[src/uhft_pkg.sv]
// Purpose: constants and carriers for the usb host frame timing and list pointer block
// Assumes: 100 MHz system clock, classic wishbone register access
// Notes: full-speed bit times are derived from the system clock by a fractional tick
`default_nettype none
package uhft_pkg;
	// register byte offsets
	localparam logic [7:0] OFS_BULK_CUR = 8'h00;
	localparam logic [7:0] OFS_DONE_HEAD = 8'h04;
	localparam logic [7:0] OFS_FRAME_LEN = 8'h08;
	localparam logic [7:0] OFS_COUNTDOWN = 8'h0c;
	localparam logic [7:0] OFS_COUNTER = 8'h10;
	localparam logic [7:0] OFS_PERIODIC = 8'h14;
	localparam logic [7:0] OFS_INT_STATUS = 8'h18;
	localparam logic [7:0] OFS_INT_MASK = 8'h1c;

	// field positions
	localparam int PTR_LSB = 4;
	localparam int FLEN_W = 14;
	localparam int MAX_FULLSPEED_PACKET_BITS_LSB = 16;
	localparam int MAX_FULLSPEED_PACKET_BITS_W = 15;
	localparam int TOGGLE_BIT = 31;
	localparam int FCNT_W = 16;
	localparam int INT_W = 3;
	localparam int INT_SOF = 0;
	localparam int INT_DONE = 1;
	localparam int INT_WRAP = 2;

	// reset values
	localparam logic [13:0] FRAME_LEN_RST = 14'h2edf;
	localparam logic [14:0] MAX_FULLSPEED_PACKET_BITS_RST = 15'h0000;
	localparam logic [13:0] PERIODIC_RST = 14'h0000;
	localparam logic [15:0] FCNT_RST = 16'h0000;
	localparam logic [27:0] PTR_RST = 28'h0000000;
	localparam logic [INT_W-1:0] INT_RST = 3'h0;

	// frame counter location within the shared host memory area
	localparam logic [31:0] HCCA_FCNT_OFS = 32'h00000080;

	// timing: accumulate bit rate per clock, wrap at clock rate
	localparam int CLK_KHZ = 100_000;
	localparam int BIT_KHZ = 12_000;
	localparam int ACC_W = 17;
	localparam logic [ACC_W-1:0] ACC_STEP = ACC_W'(BIT_KHZ);
	localparam logic [ACC_W-1:0] ACC_MOD = ACC_W'(CLK_KHZ);

	typedef struct packed {
		logic valid;
		logic [27:0] addr;
	} uhft_ptr_upd_s;

	typedef struct packed {
		logic [31:0] addr;
		logic [31:0] data;
	} uhft_mem_wr_s;
endpackage
`default_nettype wire
[src/uhft_bit_tick.sv]
// Purpose: one-cycle strobe at the full-speed bit rate
// Assumes: single clock domain
// Notes: fractional accumulator, so spacing repeats 9, 8, 8 clocks
`default_nettype none
module uhft_bit_tick (
	input wire logic clk_i,
	input wire logic rst_i,
	output logic tick_o
);
	import uhft_pkg::*;

	logic [ACC_W-1:0] acc;
	logic [ACC_W-1:0] next_acc;

	always_comb begin
		next_acc = acc + ACC_STEP;
	end

	always_ff @(posedge clk_i) begin
		if (rst_i) begin
			acc <= '0;
			tick_o <= 1'b0;
		end else if (next_acc >= ACC_MOD) begin
			acc <= next_acc - ACC_MOD;
			tick_o <= 1'b1;
		end else begin
			acc <= next_acc;
			tick_o <= 1'b0;
		end
	end
endmodule
`default_nettype wire

[src/uhft_frame_timing.sv]
// Purpose: frame timing, frame counter, periodic priority and list pointers of a usb host
// Assumes: list engine on the same clock; classic wishbone slave, one wait state
// Notes: unmapped offsets ack with zero read data and ignore writes
//
// The Wishbone interface to the registers and the register offsets were left to the implementer.
`default_nettype none
module uhft_frame_timing (
	input wire logic clk_i,
	input wire logic rst_i,
	input wire logic wb_cyc_i,
	input wire logic wb_stb_i,
	input wire logic wb_we_i,
	input wire logic [7:0] wb_adr_i,
	input wire logic [3:0] wb_sel_i,
	input wire logic [31:0] wb_dat_i,
	output logic [31:0] wb_dat_o,
	output logic wb_ack_o,
	input wire logic [31:0] hcca_base_i,
	input wire uhft_pkg::uhft_ptr_upd_s bulk_upd_i,
	input wire uhft_pkg::uhft_ptr_upd_s done_upd_i,
	output uhft_pkg::uhft_mem_wr_s hcca_wr_o,
	output logic hcca_wr_valid_o,
	input wire logic hcca_wr_ready_i,
	output logic list_start_o,
	output logic periodic_prio_o,
	output logic [14:0] max_fullspeed_packet_bits_o,
	output logic irq_o
);
	import uhft_pkg::*;

	// byte-lane merge for wishbone writes
	function automatic logic [31:0] merge_bytes(input logic [31:0] old_v, input logic [31:0] new_v,
		input logic [3:0] sel);
		logic [31:0] res;
		res = old_v;
		for (int b = 0; b < 4; b++) begin
			if (sel[b]) begin
				res[b*8 +: 8] = new_v[b*8 +: 8];
			end
		end
		return res;
	endfunction

	logic [27:0] bulk_current_desc_addr;
	logic [27:0] done_queue_head_addr;
	logic frame_length_toggle;
	logic [14:0] max_fullspeed_packet_bits;
	logic [13:0] frame_length_value;
	logic countdown_toggle;
	logic [13:0] frame_countdown;
	logic [15:0] frame_counter;
	logic [13:0] periodic_start_threshold;
	logic [INT_W-1:0] int_status;
	logic [INT_W-1:0] int_mask;
	logic bit_tick;
	logic frame_start;
	logic hcca_done;
	logic wr_access;
	logic [31:0] next_rdata;
	logic [31:0] flen_word;
	logic [31:0] merged;
	logic [31:0] merged_per;
	logic [31:0] merged_bulk;
	logic [INT_W-1:0] int_events;

	// register access strobe taken on the edge that raises ack
	assign wr_access = wb_cyc_i && wb_stb_i && wb_we_i && !wb_ack_o;
	assign merged = merge_bytes(flen_word, wb_dat_i, wb_sel_i);
	// function results cannot be sliced directly, so merge into words first
	assign merged_per = merge_bytes({18'h00000, periodic_start_threshold}, wb_dat_i, wb_sel_i);
	assign merged_bulk = merge_bytes({bulk_current_desc_addr, 4'h0}, wb_dat_i, wb_sel_i);
	assign flen_word = {frame_length_toggle, max_fullspeed_packet_bits, 2'b00, frame_length_value};

	uhft_bit_tick u_tick (
		.clk_i(clk_i),
		.rst_i(rst_i),
		.tick_o(bit_tick)
	);

	// frame expires when the countdown sits at zero on a bit time
	assign frame_start = bit_tick && (frame_countdown == '0);

	// countdown and its toggle
	always_ff @(posedge clk_i) begin
		if (rst_i) begin
			frame_countdown <= FRAME_LEN_RST;
			countdown_toggle <= 1'b0;
		end else if (frame_start) begin
			frame_countdown <= frame_length_value;
			countdown_toggle <= frame_length_toggle;
		end else if (bit_tick) begin
			frame_countdown <= frame_countdown - 14'd1;
		end
	end

	// frame counter, rolls over naturally at 16 bits
	always_ff @(posedge clk_i) begin
		if (rst_i) begin
			frame_counter <= FCNT_RST;
		end else if (frame_start) begin
			frame_counter <= frame_counter + 16'd1;
		end
	end

	// memory write must complete before sof is flagged and lists begin
	uhft_hcca_writer u_hcca (
		.clk_i(clk_i),
		.rst_i(rst_i),
		.start_i(frame_start),
		.base_i(hcca_base_i),
		.count_i(frame_counter + 16'd1),
		.wr_o(hcca_wr_o),
		.wr_valid_o(hcca_wr_valid_o),
		.wr_ready_i(hcca_wr_ready_i),
		.done_o(hcca_done)
	);

	always_ff @(posedge clk_i) begin
		if (rst_i) begin
			list_start_o <= 1'b0;
		end else begin
			list_start_o <= hcca_done;
		end
	end

	// unsigned compare; a threshold above frame length gives periodic priority all frame
	always_ff @(posedge clk_i) begin
		if (rst_i) begin
			periodic_prio_o <= 1'b0;
		end else begin
			periodic_prio_o <= (frame_countdown <= periodic_start_threshold);
		end
	end

	// frame length configuration; toggle discipline is left to software
	always_ff @(posedge clk_i) begin
		if (rst_i) begin
			frame_length_toggle <= 1'b0;
			max_fullspeed_packet_bits <= MAX_FULLSPEED_PACKET_BITS_RST;
			frame_length_value <= FRAME_LEN_RST;
		end else if (wr_access && wb_adr_i == OFS_FRAME_LEN) begin
			frame_length_toggle <= merged[TOGGLE_BIT];
			max_fullspeed_packet_bits <= merged[MAX_FULLSPEED_PACKET_BITS_LSB +: MAX_FULLSPEED_PACKET_BITS_W];
			frame_length_value <= merged[FLEN_W-1:0];
		end
	end
	assign max_fullspeed_packet_bits_o = max_fullspeed_packet_bits;

	always_ff @(posedge clk_i) begin
		if (rst_i) begin
			periodic_start_threshold <= PERIODIC_RST;
		end else if (wr_access && wb_adr_i == OFS_PERIODIC) begin
			periodic_start_threshold <= merged_per[FLEN_W-1:0];
		end
	end

	// bulk pointer: controller update wins over a software write in the same cycle
	always_ff @(posedge clk_i) begin
		if (rst_i) begin
			bulk_current_desc_addr <= PTR_RST;
		end else if (bulk_upd_i.valid) begin
			bulk_current_desc_addr <= bulk_upd_i.addr;
		end else if (wr_access && wb_adr_i == OFS_BULK_CUR) begin
			bulk_current_desc_addr <= merged_bulk[31:PTR_LSB];
		end
	end

	// done head: no software write path at all
	always_ff @(posedge clk_i) begin
		if (rst_i) begin
			done_queue_head_addr <= PTR_RST;
		end else if (done_upd_i.valid) begin
			done_queue_head_addr <= done_upd_i.addr;
		end
	end

	// interrupt events; set wins over write-one-to-clear
	always_comb begin
		int_events = '0;
		int_events[INT_SOF] = hcca_done;
		int_events[INT_DONE] = done_upd_i.valid && (done_upd_i.addr != '0);
		int_events[INT_WRAP] = frame_start && (frame_counter == 16'hffff);
	end

	always_ff @(posedge clk_i) begin
		if (rst_i) begin
			int_status <= INT_RST;
		end else if (wr_access && wb_adr_i == OFS_INT_STATUS && wb_sel_i[0]) begin
			int_status <= (int_status & ~wb_dat_i[INT_W-1:0]) | int_events;
		end else begin
			int_status <= int_status | int_events;
		end
	end

	always_ff @(posedge clk_i) begin
		if (rst_i) begin
			int_mask <= INT_RST;
		end else if (wr_access && wb_adr_i == OFS_INT_MASK && wb_sel_i[0]) begin
			int_mask <= wb_dat_i[INT_W-1:0];
		end
	end

	assign irq_o = |(int_status & int_mask);

	// read mux; reserved bits and unmapped offsets read zero
	always_comb begin
		next_rdata = 32'h00000000;
		unique case (wb_adr_i)
			OFS_BULK_CUR: next_rdata = {bulk_current_desc_addr, 4'h0};
			OFS_DONE_HEAD: next_rdata = {done_queue_head_addr, 4'h0};
			OFS_FRAME_LEN: next_rdata = flen_word;
			OFS_COUNTDOWN: next_rdata = {countdown_toggle, 17'h00000, frame_countdown};
			OFS_COUNTER: next_rdata = {16'h0000, frame_counter};
			OFS_PERIODIC: next_rdata = {18'h00000, periodic_start_threshold};
			OFS_INT_STATUS: next_rdata = {29'h0, int_status};
			OFS_INT_MASK: next_rdata = {29'h0, int_mask};
			default: next_rdata = 32'h00000000;
		endcase
	end

	always_ff @(posedge clk_i) begin
		if (rst_i) begin
			wb_ack_o <= 1'b0;
			wb_dat_o <= 32'h00000000;
		end else begin
			wb_ack_o <= wb_cyc_i && wb_stb_i && !wb_ack_o;
			wb_dat_o <= (wb_cyc_i && wb_stb_i && !wb_we_i && !wb_ack_o) ? next_rdata : 32'h00000000;
		end
	end
endmodule
`default_nettype wire

[src/uhft_hcca_writer.sv]
// Purpose: writes the new frame counter value into host memory
// Assumes: memory port accepts on valid and ready in the same cycle
// Notes: a start while busy is dropped; frames are far longer than any memory stall
`default_nettype none
module uhft_hcca_writer (
	input wire logic clk_i,
	input wire logic rst_i,
	input wire logic start_i,
	input wire logic [31:0] base_i,
	input wire logic [15:0] count_i,
	output uhft_pkg::uhft_mem_wr_s wr_o,
	output logic wr_valid_o,
	input wire logic wr_ready_i,
	output logic done_o
);
	import uhft_pkg::*;

	typedef enum logic [1:0] {
		WR_IDLE = 2'b01,
		WR_BUSY = 2'b10
	} uhft_wr_state_e;

	uhft_wr_state_e state;

	assign wr_valid_o = (state == WR_BUSY);
	assign done_o = wr_valid_o && wr_ready_i;

	always_ff @(posedge clk_i) begin
		if (rst_i) begin
			state <= WR_IDLE;
		end else begin
			unique case (state)
				WR_IDLE: begin
					if (start_i) begin
						state <= WR_BUSY;
					end
				end
				WR_BUSY: begin
					if (wr_ready_i) begin
						state <= WR_IDLE;
					end
				end
				default: begin
					state <= WR_IDLE;
				end
			endcase
		end
	end

	always_ff @(posedge clk_i) begin
		if (rst_i) begin
			wr_o <= '0;
		end else if (start_i && state == WR_IDLE) begin
			wr_o.addr <= base_i + HCCA_FCNT_OFS;
			wr_o.data <= {16'h0000, count_i};
		end
	end
endmodule
`default_nettype wire

[config.mk]
export PLATFORM = sky130hd
export DESIGN_NAME = uhft_frame_timing
export DESIGN_NICKNAME = d
export VERILOG_FILES = /design/src/uhft_pkg.sv /design/src/uhft_bit_tick.sv /design/src/uhft_frame_timing.sv /design/src/uhft_hcca_writer.sv
export SDC_FILE = /design/constraint.sdc
export NUM_CORES = 1
export LEC_CHECK = 0
export BUFFER_PORTS_ARGS = -buffer_cell sky130_fd_sc_hd__buf_4
export CAP_MARGIN = 25
export CORE_UTILIZATION = 55
export CTS_BUF_LIST = sky130_fd_sc_hd__clkbuf_16
export DETAILED_ROUTE_END_ITERATION = 8
export PLACE_DENSITY = 0.81
export SYNTH_ARGS = -nofsm -noshare
export SYNTH_HDL_FRONTEND = slang
export SYNTH_SLANG_ARGS = --single-unit
[constraint.sdc]
create_clock -name clk_i -period 3.7 [get_ports clk_i]
set_input_delay 0.185 -clock clk_i [delete_from_list [all_inputs] [get_ports clk_i]]
set_output_delay 0.185 -clock clk_i [all_outputs]
set_load 0.1 [all_outputs]
==> reports/metrics.csv, run 1 <==
stage,metric,value,unit
worst_setup_path,cp_max_fo,86,
floorplan,coreArea,19460,um2
routing,vias_per_cell,5.988,
power,total_power,6.396,mW
logic_synthesis,synth_flop_cell,dfxtp_1,
placement,portBuffers,239,
clock_network,cts_tree,yes,
worst_setup_path,reg2reg_depth,7,
hold_path,hold_path_end,u_hcca.wr_o[59],
sta,slew_violations,0,
sta,finClkSkew,0.01625,ns
worst_setup_path,r2r-start,u_tick.tick_o,
clock_network,clock_path_buffers,3,
worst_setup_path,arrival,3.35,ns
global_routing,busiest_layer,met2,
global_routing,grt.overflow.total,0,
worst_setup_path,cp-start-kind,register,
placement,gp_congestion,0.8717,
cells_and_area,layout_common_cells,"buf_4 (252), dfxtp_1 (235), nor2_1 (197)",
status,status,"finished, violations left",
power,p_leak,5.721,nW
cells_and_area,layout-drive-gt1-share,20.64,%
sta,maxSlewHeadroom,25.93,%
logic_synthesis,synth_area_leaders,"dfxtp_1 (43%), mux2i_1 (7.3%), nor2_1 (6.8%), nand2_1 (4.4%), a21oi_1 (3.9%)",
logic_synthesis,synth_area_per_cell,8.672,um2
floorplan,dieArea,20450,um2
logic_synthesis,synth_cell_types,69,
worst_setup_path,worstPathRequired,4.13,ns
global_routing,grt_pass1_wl,55760,um
sta,fmax,342.2,MHz
floorplan,ios,256,
placement,pre_cts_slack,0.8655,ns
global_routing,grt_use_total,34.81,%
hold_path,min-delay-start,hcca_base_i[27],
logic_synthesis,synth-edff-count,0,
logic_synthesis,syn_area,10940,um2
routing,wl,36510,um
status,violations,design-rule violations,
clock_network,cts_root_buffer,clkbuf_16,
power,power_density,434.7,nW/um2
cells_and_area,fillers,1272,
global_routing,use_met3,6.003,%
placement,dp_hpwl,22420,um
floorplan,start_util,56.19,%
worst_setup_path,ff2ff_setup_slack,0.78,ns
clock_network,cts_made_buffers,25,
sta,worst_pin_slew,1.105,ns
cells_and_area,syn2layout_area_growth,34.53,%
logic_synthesis,ys_seq_area_share,43.02,%
global_routing,antenna_found_initial,1,
hold_path,hold_depth,3,
clock_network,cts_hold_buf,108,
logic_synthesis,syn-instance-count,1261,
worst_setup_path,end_kind,register,
logic_synthesis,yosysTopAreaCellShare,43.02,%
logic_synthesis,async_reset_ff_share,0,%
routing,postRouteAntennaNets,0,
clock_network,clk_pin_slew,0.07,ns
sta,rsz0062_at_grt,false,
sta,tns,0,ns
floorplan,placementRows,51,
clock_network,clock_latency,0.53,ns
clock_network,cts.htree.levels,1,
worst_setup_path,critPathKind,register to register,
logic_synthesis,yosys.area.top_type,dfxtp_1,
sta,hold_viol,0,
cells_and_area,layout_commonest_cell,buf_4,
routing,first_pass_iters,9,
sta,hold_slack,0.005272,ns
sta,fin_crit,2.922,ns
worst_setup_path,r2r_end,u_hcca.wr_o[53],
flow_run,drv_cap,0,
sta,finalCritPeriodShare,78.98,%
clock_network,cts_setup_buffers,0,
routing,drt_iter0_markers,1148,
floorplan,die_h,143.0,um
clock_network,cts_resized,0,
global_routing,grt_start_max_net_pins,101,
hold_path,hp-class,primary input to register,
floorplan,die_x,143.0,um
routing,post_drt_wl_per_cell,19.68,um
global_routing,grt_pass1_vias,10650,
routing,vias,11110,
power,ir_worst_vdd,0.0004160,V
clock_network,cts_sinks,235,
global_routing,met1_usage,42.41,%
logic_synthesis,yosysWarnings,0,
logic_synthesis,ys_ff_latch,235,
routing,drc,1,
cells_and_area,finalNetCount,1732,
global_routing,grt_util_met2,58.77,%
sta,timing.final.ws_setup,0.7779,ns
sta,setup_viol,0,
[sequential cells by signal (all words and copies together) (netlist names)]
signal                       cells
u_hcca.state                     2
max_fullspeed_packet_bits_o     15
periodic_start_threshold        14
u_tick.acc                      12
wb_dat_o                        32
frame_countdown                 14
periodic_prio_o                  1
u_hcca.wr_o                     48
wb_ack_o                         1
list_start_o                     1
int_status                       3
int_mask                         3
frame_length_value              14
u_tick.tick_o                    1
frame_counter                   16
bulk_current_desc_addr          28
frame_length_toggle              1
done_queue_head_addr            28
countdown_toggle                 1
[final cells by class]
class	instances	area (um2)	share of cell area [%]
multi-input combinational	920	5728	38.94
sequential	235	4705	31.98
timing repair buffer	363	3032	20.61
clock buffer	25	625.6	4.252
tap	265	331.6	2.254
clock inverter	21	193.9	1.318
inverter	25	93.84	0.6379
antenna	1	2.502	0.01701
[cells in the mapped netlist, types with 3 or more instances]
cell type,number
clkbuf_1,53
inv_1,24
o211ai_1,3
a222oi_1,28
nand2_1,129
buf_4,18
nor2b_1,4
a31o_2,3
nor3_2,5
nor2_1,197
dfxtp_1,235
a221oi_1,12
xor2_1,30
or3_1,9
o31ai_1,4
nand4_1,13
buf_2,20
a31oi_1,5
a21oi_1,85
o21a_1,7
o21ai_0,27
xnor2_1,26
and3_1,14
nand2b_1,3
mux2i_1,80
buf_1,3
ha_1,22
or2_2,7
nor3_1,23
nor4_1,10
nand3_1,28
a21o_1,7
and2_1,8
a211oi_1,51
a22oi_1,25
[how the worst max path moves through the flow]
stage / from / endpoint / slack (ns) / depth (start not counted)
2_1_floorplan: u_tick.acc[7] / u_tick.acc[12] / 1.42 / 10
3_3_place_gp: u_tick.acc[5] / u_tick.acc[12] / 0.97 / 9
3_5_place_dp: u_tick.acc[5] / u_tick.acc[12] / 0.87 / 9
4_1_cts: u_tick.acc[5] / u_tick.acc[12] / 0.83 / 9
5_1_grt: u_tick.tick_o / u_hcca.wr_o[55] / 0.56 / 7
6_report: u_tick.tick_o / u_hcca.wr_o[53] / 0.78 / 7
[critical path, cell delays in order, from the launching register on]
cell	delay, ns
dfxtp_1	0.71
clkinv_1	0.44
nor4_2	0.45
nand3_1	0.22
nor3b_4	0.28
buf_12	0.31
nor2_1	0.07
a211oi_1	0.26
[per-stage QoR]
step	utilization [%]	cells	area [um2]
2_1_floorplan	-	1276	10990
3_3_place_gp	65.67	1699	12780
3_5_place_dp	65.67	1699	12780
4_1_cts	75.44	1853	14680
5_1_grt	75.59	1855	14710
6_report	75.59	1855	14710
[power by group]
part           switching (mW)  internal, mW  leakage [nW]
Combinational           0.643         0.484          3.40
Sequential              0.114          2.62          1.91
Clock                    1.08          1.45         0.412
Total                    1.84          4.56          5.72
[kinds of logic after synthesis]
family          share of synthesized area (%)
mux                                     7.563
compound gates                          17.51
xor+xnor                                4.485
fa+ha+maj                               2.517
buf+inv                                 5.217
other cells                           0.03429
flops                                   43.02
simple gates                            19.66
[routing by layer]
metal / vias up / wire (um)
li1: 5070 / -
met1: 5128 / 13540
met2: 740 / 17300
met3: 169 / 3713
met4: 0 / 1957
met5: - / 0
Note: power is estimated with default switching activity, not from simulation.
==> inputs of run 2 (changes only) <==
- CORE_UTILIZATION: 55 -> 54
- PLACE_DENSITY: 0.81 -> 0.8
- clock period: 3.7 -> 3 ns (I/O delays scaled with it)
==> reports/metrics.csv, run 2 (same netlist as run 1, synthesis figures left out) <==
stage,metric,value,unit,change
status,status,"finished, violations left",,
status,violations,design-rule violations,,
cells_and_area,finalNetCount,1753,,+1.2%
routing,wl_met1,13750,um,+1.5%
floorplan,start_util,55.64,%,-0.55 points
power,p_leak,5.881,nW,+2.8%
worst_setup_path,crit_path_start,u_tick.acc[7],,
cells_and_area,largestRegisters,"u_hcca.wr_o (48), wb_dat_o (32)",,
worst_setup_path,critPathKind,register to register,,
sta,slew_violations,0,,unchanged
worst_setup_path,path_cells,"inv_1, ha_1, a21bo_4, xor2_1, nor2_1, a211oi_1, o21ai_4, or4_1, a21oi_1",,
floorplan,ios,256,,unchanged
worst_setup_path,r2r-start,u_tick.acc[7],,
floorplan,die_h,144.3,um,+0.91%
routing,post_drt_wl_per_cell,19.48,um,-1.0%
floorplan,die_x,144.3,um,+0.91%
clock_network,cts_sinks,235,,unchanged
routing,wl,36550,um,+0.11%
power,intPower,6.082,mW,+34%
clock_network,clk_pin_slew,0.06,ns,about the same
global_routing,antenna_found_initial,0,,-1
worst_setup_path,cpPeakStageDelay,0.54,ns,-0.17 ns
worst_setup_path,reg2reg_depth,9,,+2
sta,timing.final.ws_setup,0.2641,ns,-0.5138 ns
worst_setup_path,arrival,3.19,ns,-0.16 ns
worst_setup_path,end_kind,register,,
global_routing,grt_pass1_wl,55510,um,-0.44%
sta,hold_viol,0,,unchanged
sta,finalCritPeriodShare,91.20,%,+12 points
cells_and_area,final_area,15030,um2,+2.1%
cells_and_area,layout-drive-gt1-share,20.92,%,+0.28 points
power,swShare,27.14,%,-1.6 points
cells_and_area,largest_reg_flops,48,,unchanged
clock_network,clock_latency,0.53,ns,about the same
global_routing,grt.overflow.total,0,,unchanged
routing,first_pass_iters,9,,unchanged
cells_and_area,syn2layout_area_growth,37.40,%,
sta,fmax,365.5,MHz,+6.8%
worst_setup_path,worstPathRequired,3.45,ns,-0.68 ns
flow_run,drv_cap,0,,unchanged
clock_network,clock_path_buffers,3,,unchanged
hold_path,hold_depth,3,,unchanged
power,ir_worst_vdd,0.0005281,V,+27%
power,switchingPower,2.266,mW,+23%
routing,vias_per_cell,6.010,,+0.38%
routing,met2WireLength,17240,um,-0.35%
sta,fin_crit,2.736,ns,-0.1862 ns
global_routing,grt_start_max_net_pins,135,,+34%
placement,gp_congestion,0.8852,,+1.5%
placement,portBuffers,239,,unchanged
power,combPwrFrac,17.1,%,-0.5 points
routing,met3_wirelength,3774,um,+1.6%
clock_network,cts_root_buffer,clkbuf_16,,
placement,dp_hpwl,22310,um,-0.48%
placement,pre_cts_slack,0.2473,ns,-0.6183 ns
sta,maxSlewHeadroom,39.02,%,+13 points
worst_setup_path,path_delay_family,compound AO/OA/AOI/OAI gates,,
power,power_density,555.6,nW/um2,+28%
hold_path,min-delay-start,bulk_upd_i[1],,
routing,highest_layer,met4,,
routing,vias,11280,,+1.5%
clock_network,cts.htree.levels,1,,unchanged
routing,drc,1,,unchanged
worst_setup_path,slowest_stage,or4_1,,
floorplan,coreArea,19650,um2,+0.98%
routing,postRouteAntennaNets,0,,unchanged
cells_and_area,layout_commonest_cell,buf_4,,
sta,worst_pin_slew,0.9146,ns,-0.1905 ns
routing,drt_iter0_markers,1161,,+1.1%
clock_network,cts_setup_buffers,0,,unchanged
worst_setup_path,path_depth,9,,+2
global_routing,grt_use_total,33.92,%,-0.88 points
placement,placed_area,12850,um2,+0.57%
hold_path,hp-class,primary input to register,,
power,total_power,8.348,mW,+31%
clock_network,cts_tree,yes,,
cells_and_area,layout_common_cells,"buf_4 (259), dfxtp_1 (235), nor2_1 (197)",,
global_routing,grt_pass1_vias,10850,,+1.8%
sta,setup_viol,0,,unchanged
floorplan,dieArea,20820,um2,+1.8%
sta,tns,0,ns,unchanged
cells_and_area,largest-register,u_hcca.wr_o,,
floorplan,placementRows,51,,unchanged
worst_setup_path,cp-start-kind,register,,
worst_setup_path,cp_max_fo,16,,-81%
power,pwr-share-seq,40.4,%,-2.3 points
worst_setup_path,path_buf_inv,1,,-1
power,power_frac_clock,42.5,%,+2.9 points
cells_and_area,diodes,0,,-1
clock_network,cts_made_buffers,26,,+4.0%
sta,rsz0062_at_grt,false,,
sta,finClkSkew,0.01113,ns,-0.005125 ns
run 2: cell count changes in the layout (fill, tap and decap cells not counted), moves of 2 or more:
cell / delta
dlygate4sd3_1: +13
inv_6: -2
bufinv_16: +4
buf_4: +7
clkbuf_16: +2
run 2: what timing repair did:
action	in CTS	in global routing
hold buffers	121	0
endpoints found under the hold margin	134	0
endpoints found under the setup margin	0	3
gates resized for setup	0	1
run 2: final cells by class:
class                      count  area [um2]
tap                          265       331.6
clock buffer                  27       675.6
multi-input combinational    920        5736
inverter                      25       93.84
timing repair buffer         383        3207
sequential                   235        4705
clock inverter                21       277.8
fill                        1286        4628
run 2: path summary, 6_finish.rpt:
check / endpoint / slack (ns)
max reg2reg: u_tick.acc[13] / 0.26
max: u_tick.acc[13] / 0.26
min reg2reg: u_hcca.wr_o[34] / 0.46
min: bulk_current_desc_addr[1] / 0.006
run 2: per-layer routing:
layer | track usage [%] | vias to the layer above
li1 | - | 5119
met1 | 40.42 | 5245
met2 | 57.03 | 736
met3 | 7.550 | 175
met4 | 17.62 | 0
met5 | 0 | -
run 2: power by group through the flow:
stage / Clock, mW / Combinational, mW / Sequential (mW)
floorplan: 0 / 0.944 / 3.37
global placement: 0 / 1.22 / 3.42
detailed placement: 0 / 1.25 / 3.43
CTS: 3.56 / 1.38 / 3.36
global route: 3.70 / 1.54 / 3.38
finish: 3.55 / 1.43 / 3.37
run 2: worst reg2reg max path: cells and delay by family (launching register included):
kind                       cells  cell delay (ns)
xor gates and xnor gates       1             0.25
DFF                            1             0.39
buffers and inverters          1             0.08
adders and majority gates      1             0.20
AOI/OAI and AO/OA              4             1.07
and+or+nand+nor                2             0.68
run 2: stage by stage:
step | utilization [%] | hold slack, ns | instances
after global placement | 65.40 | 0.3685 | 1707
after global routing | 76.45 | 0.01860 | 1876
after floorplan | - | 0.2456 | 1276
after detailed placement | 65.40 | 0.3750 | 1707
final | 76.45 | 0.005911 | 1876
after CTS | 76.41 | 0.0003935 | 1876
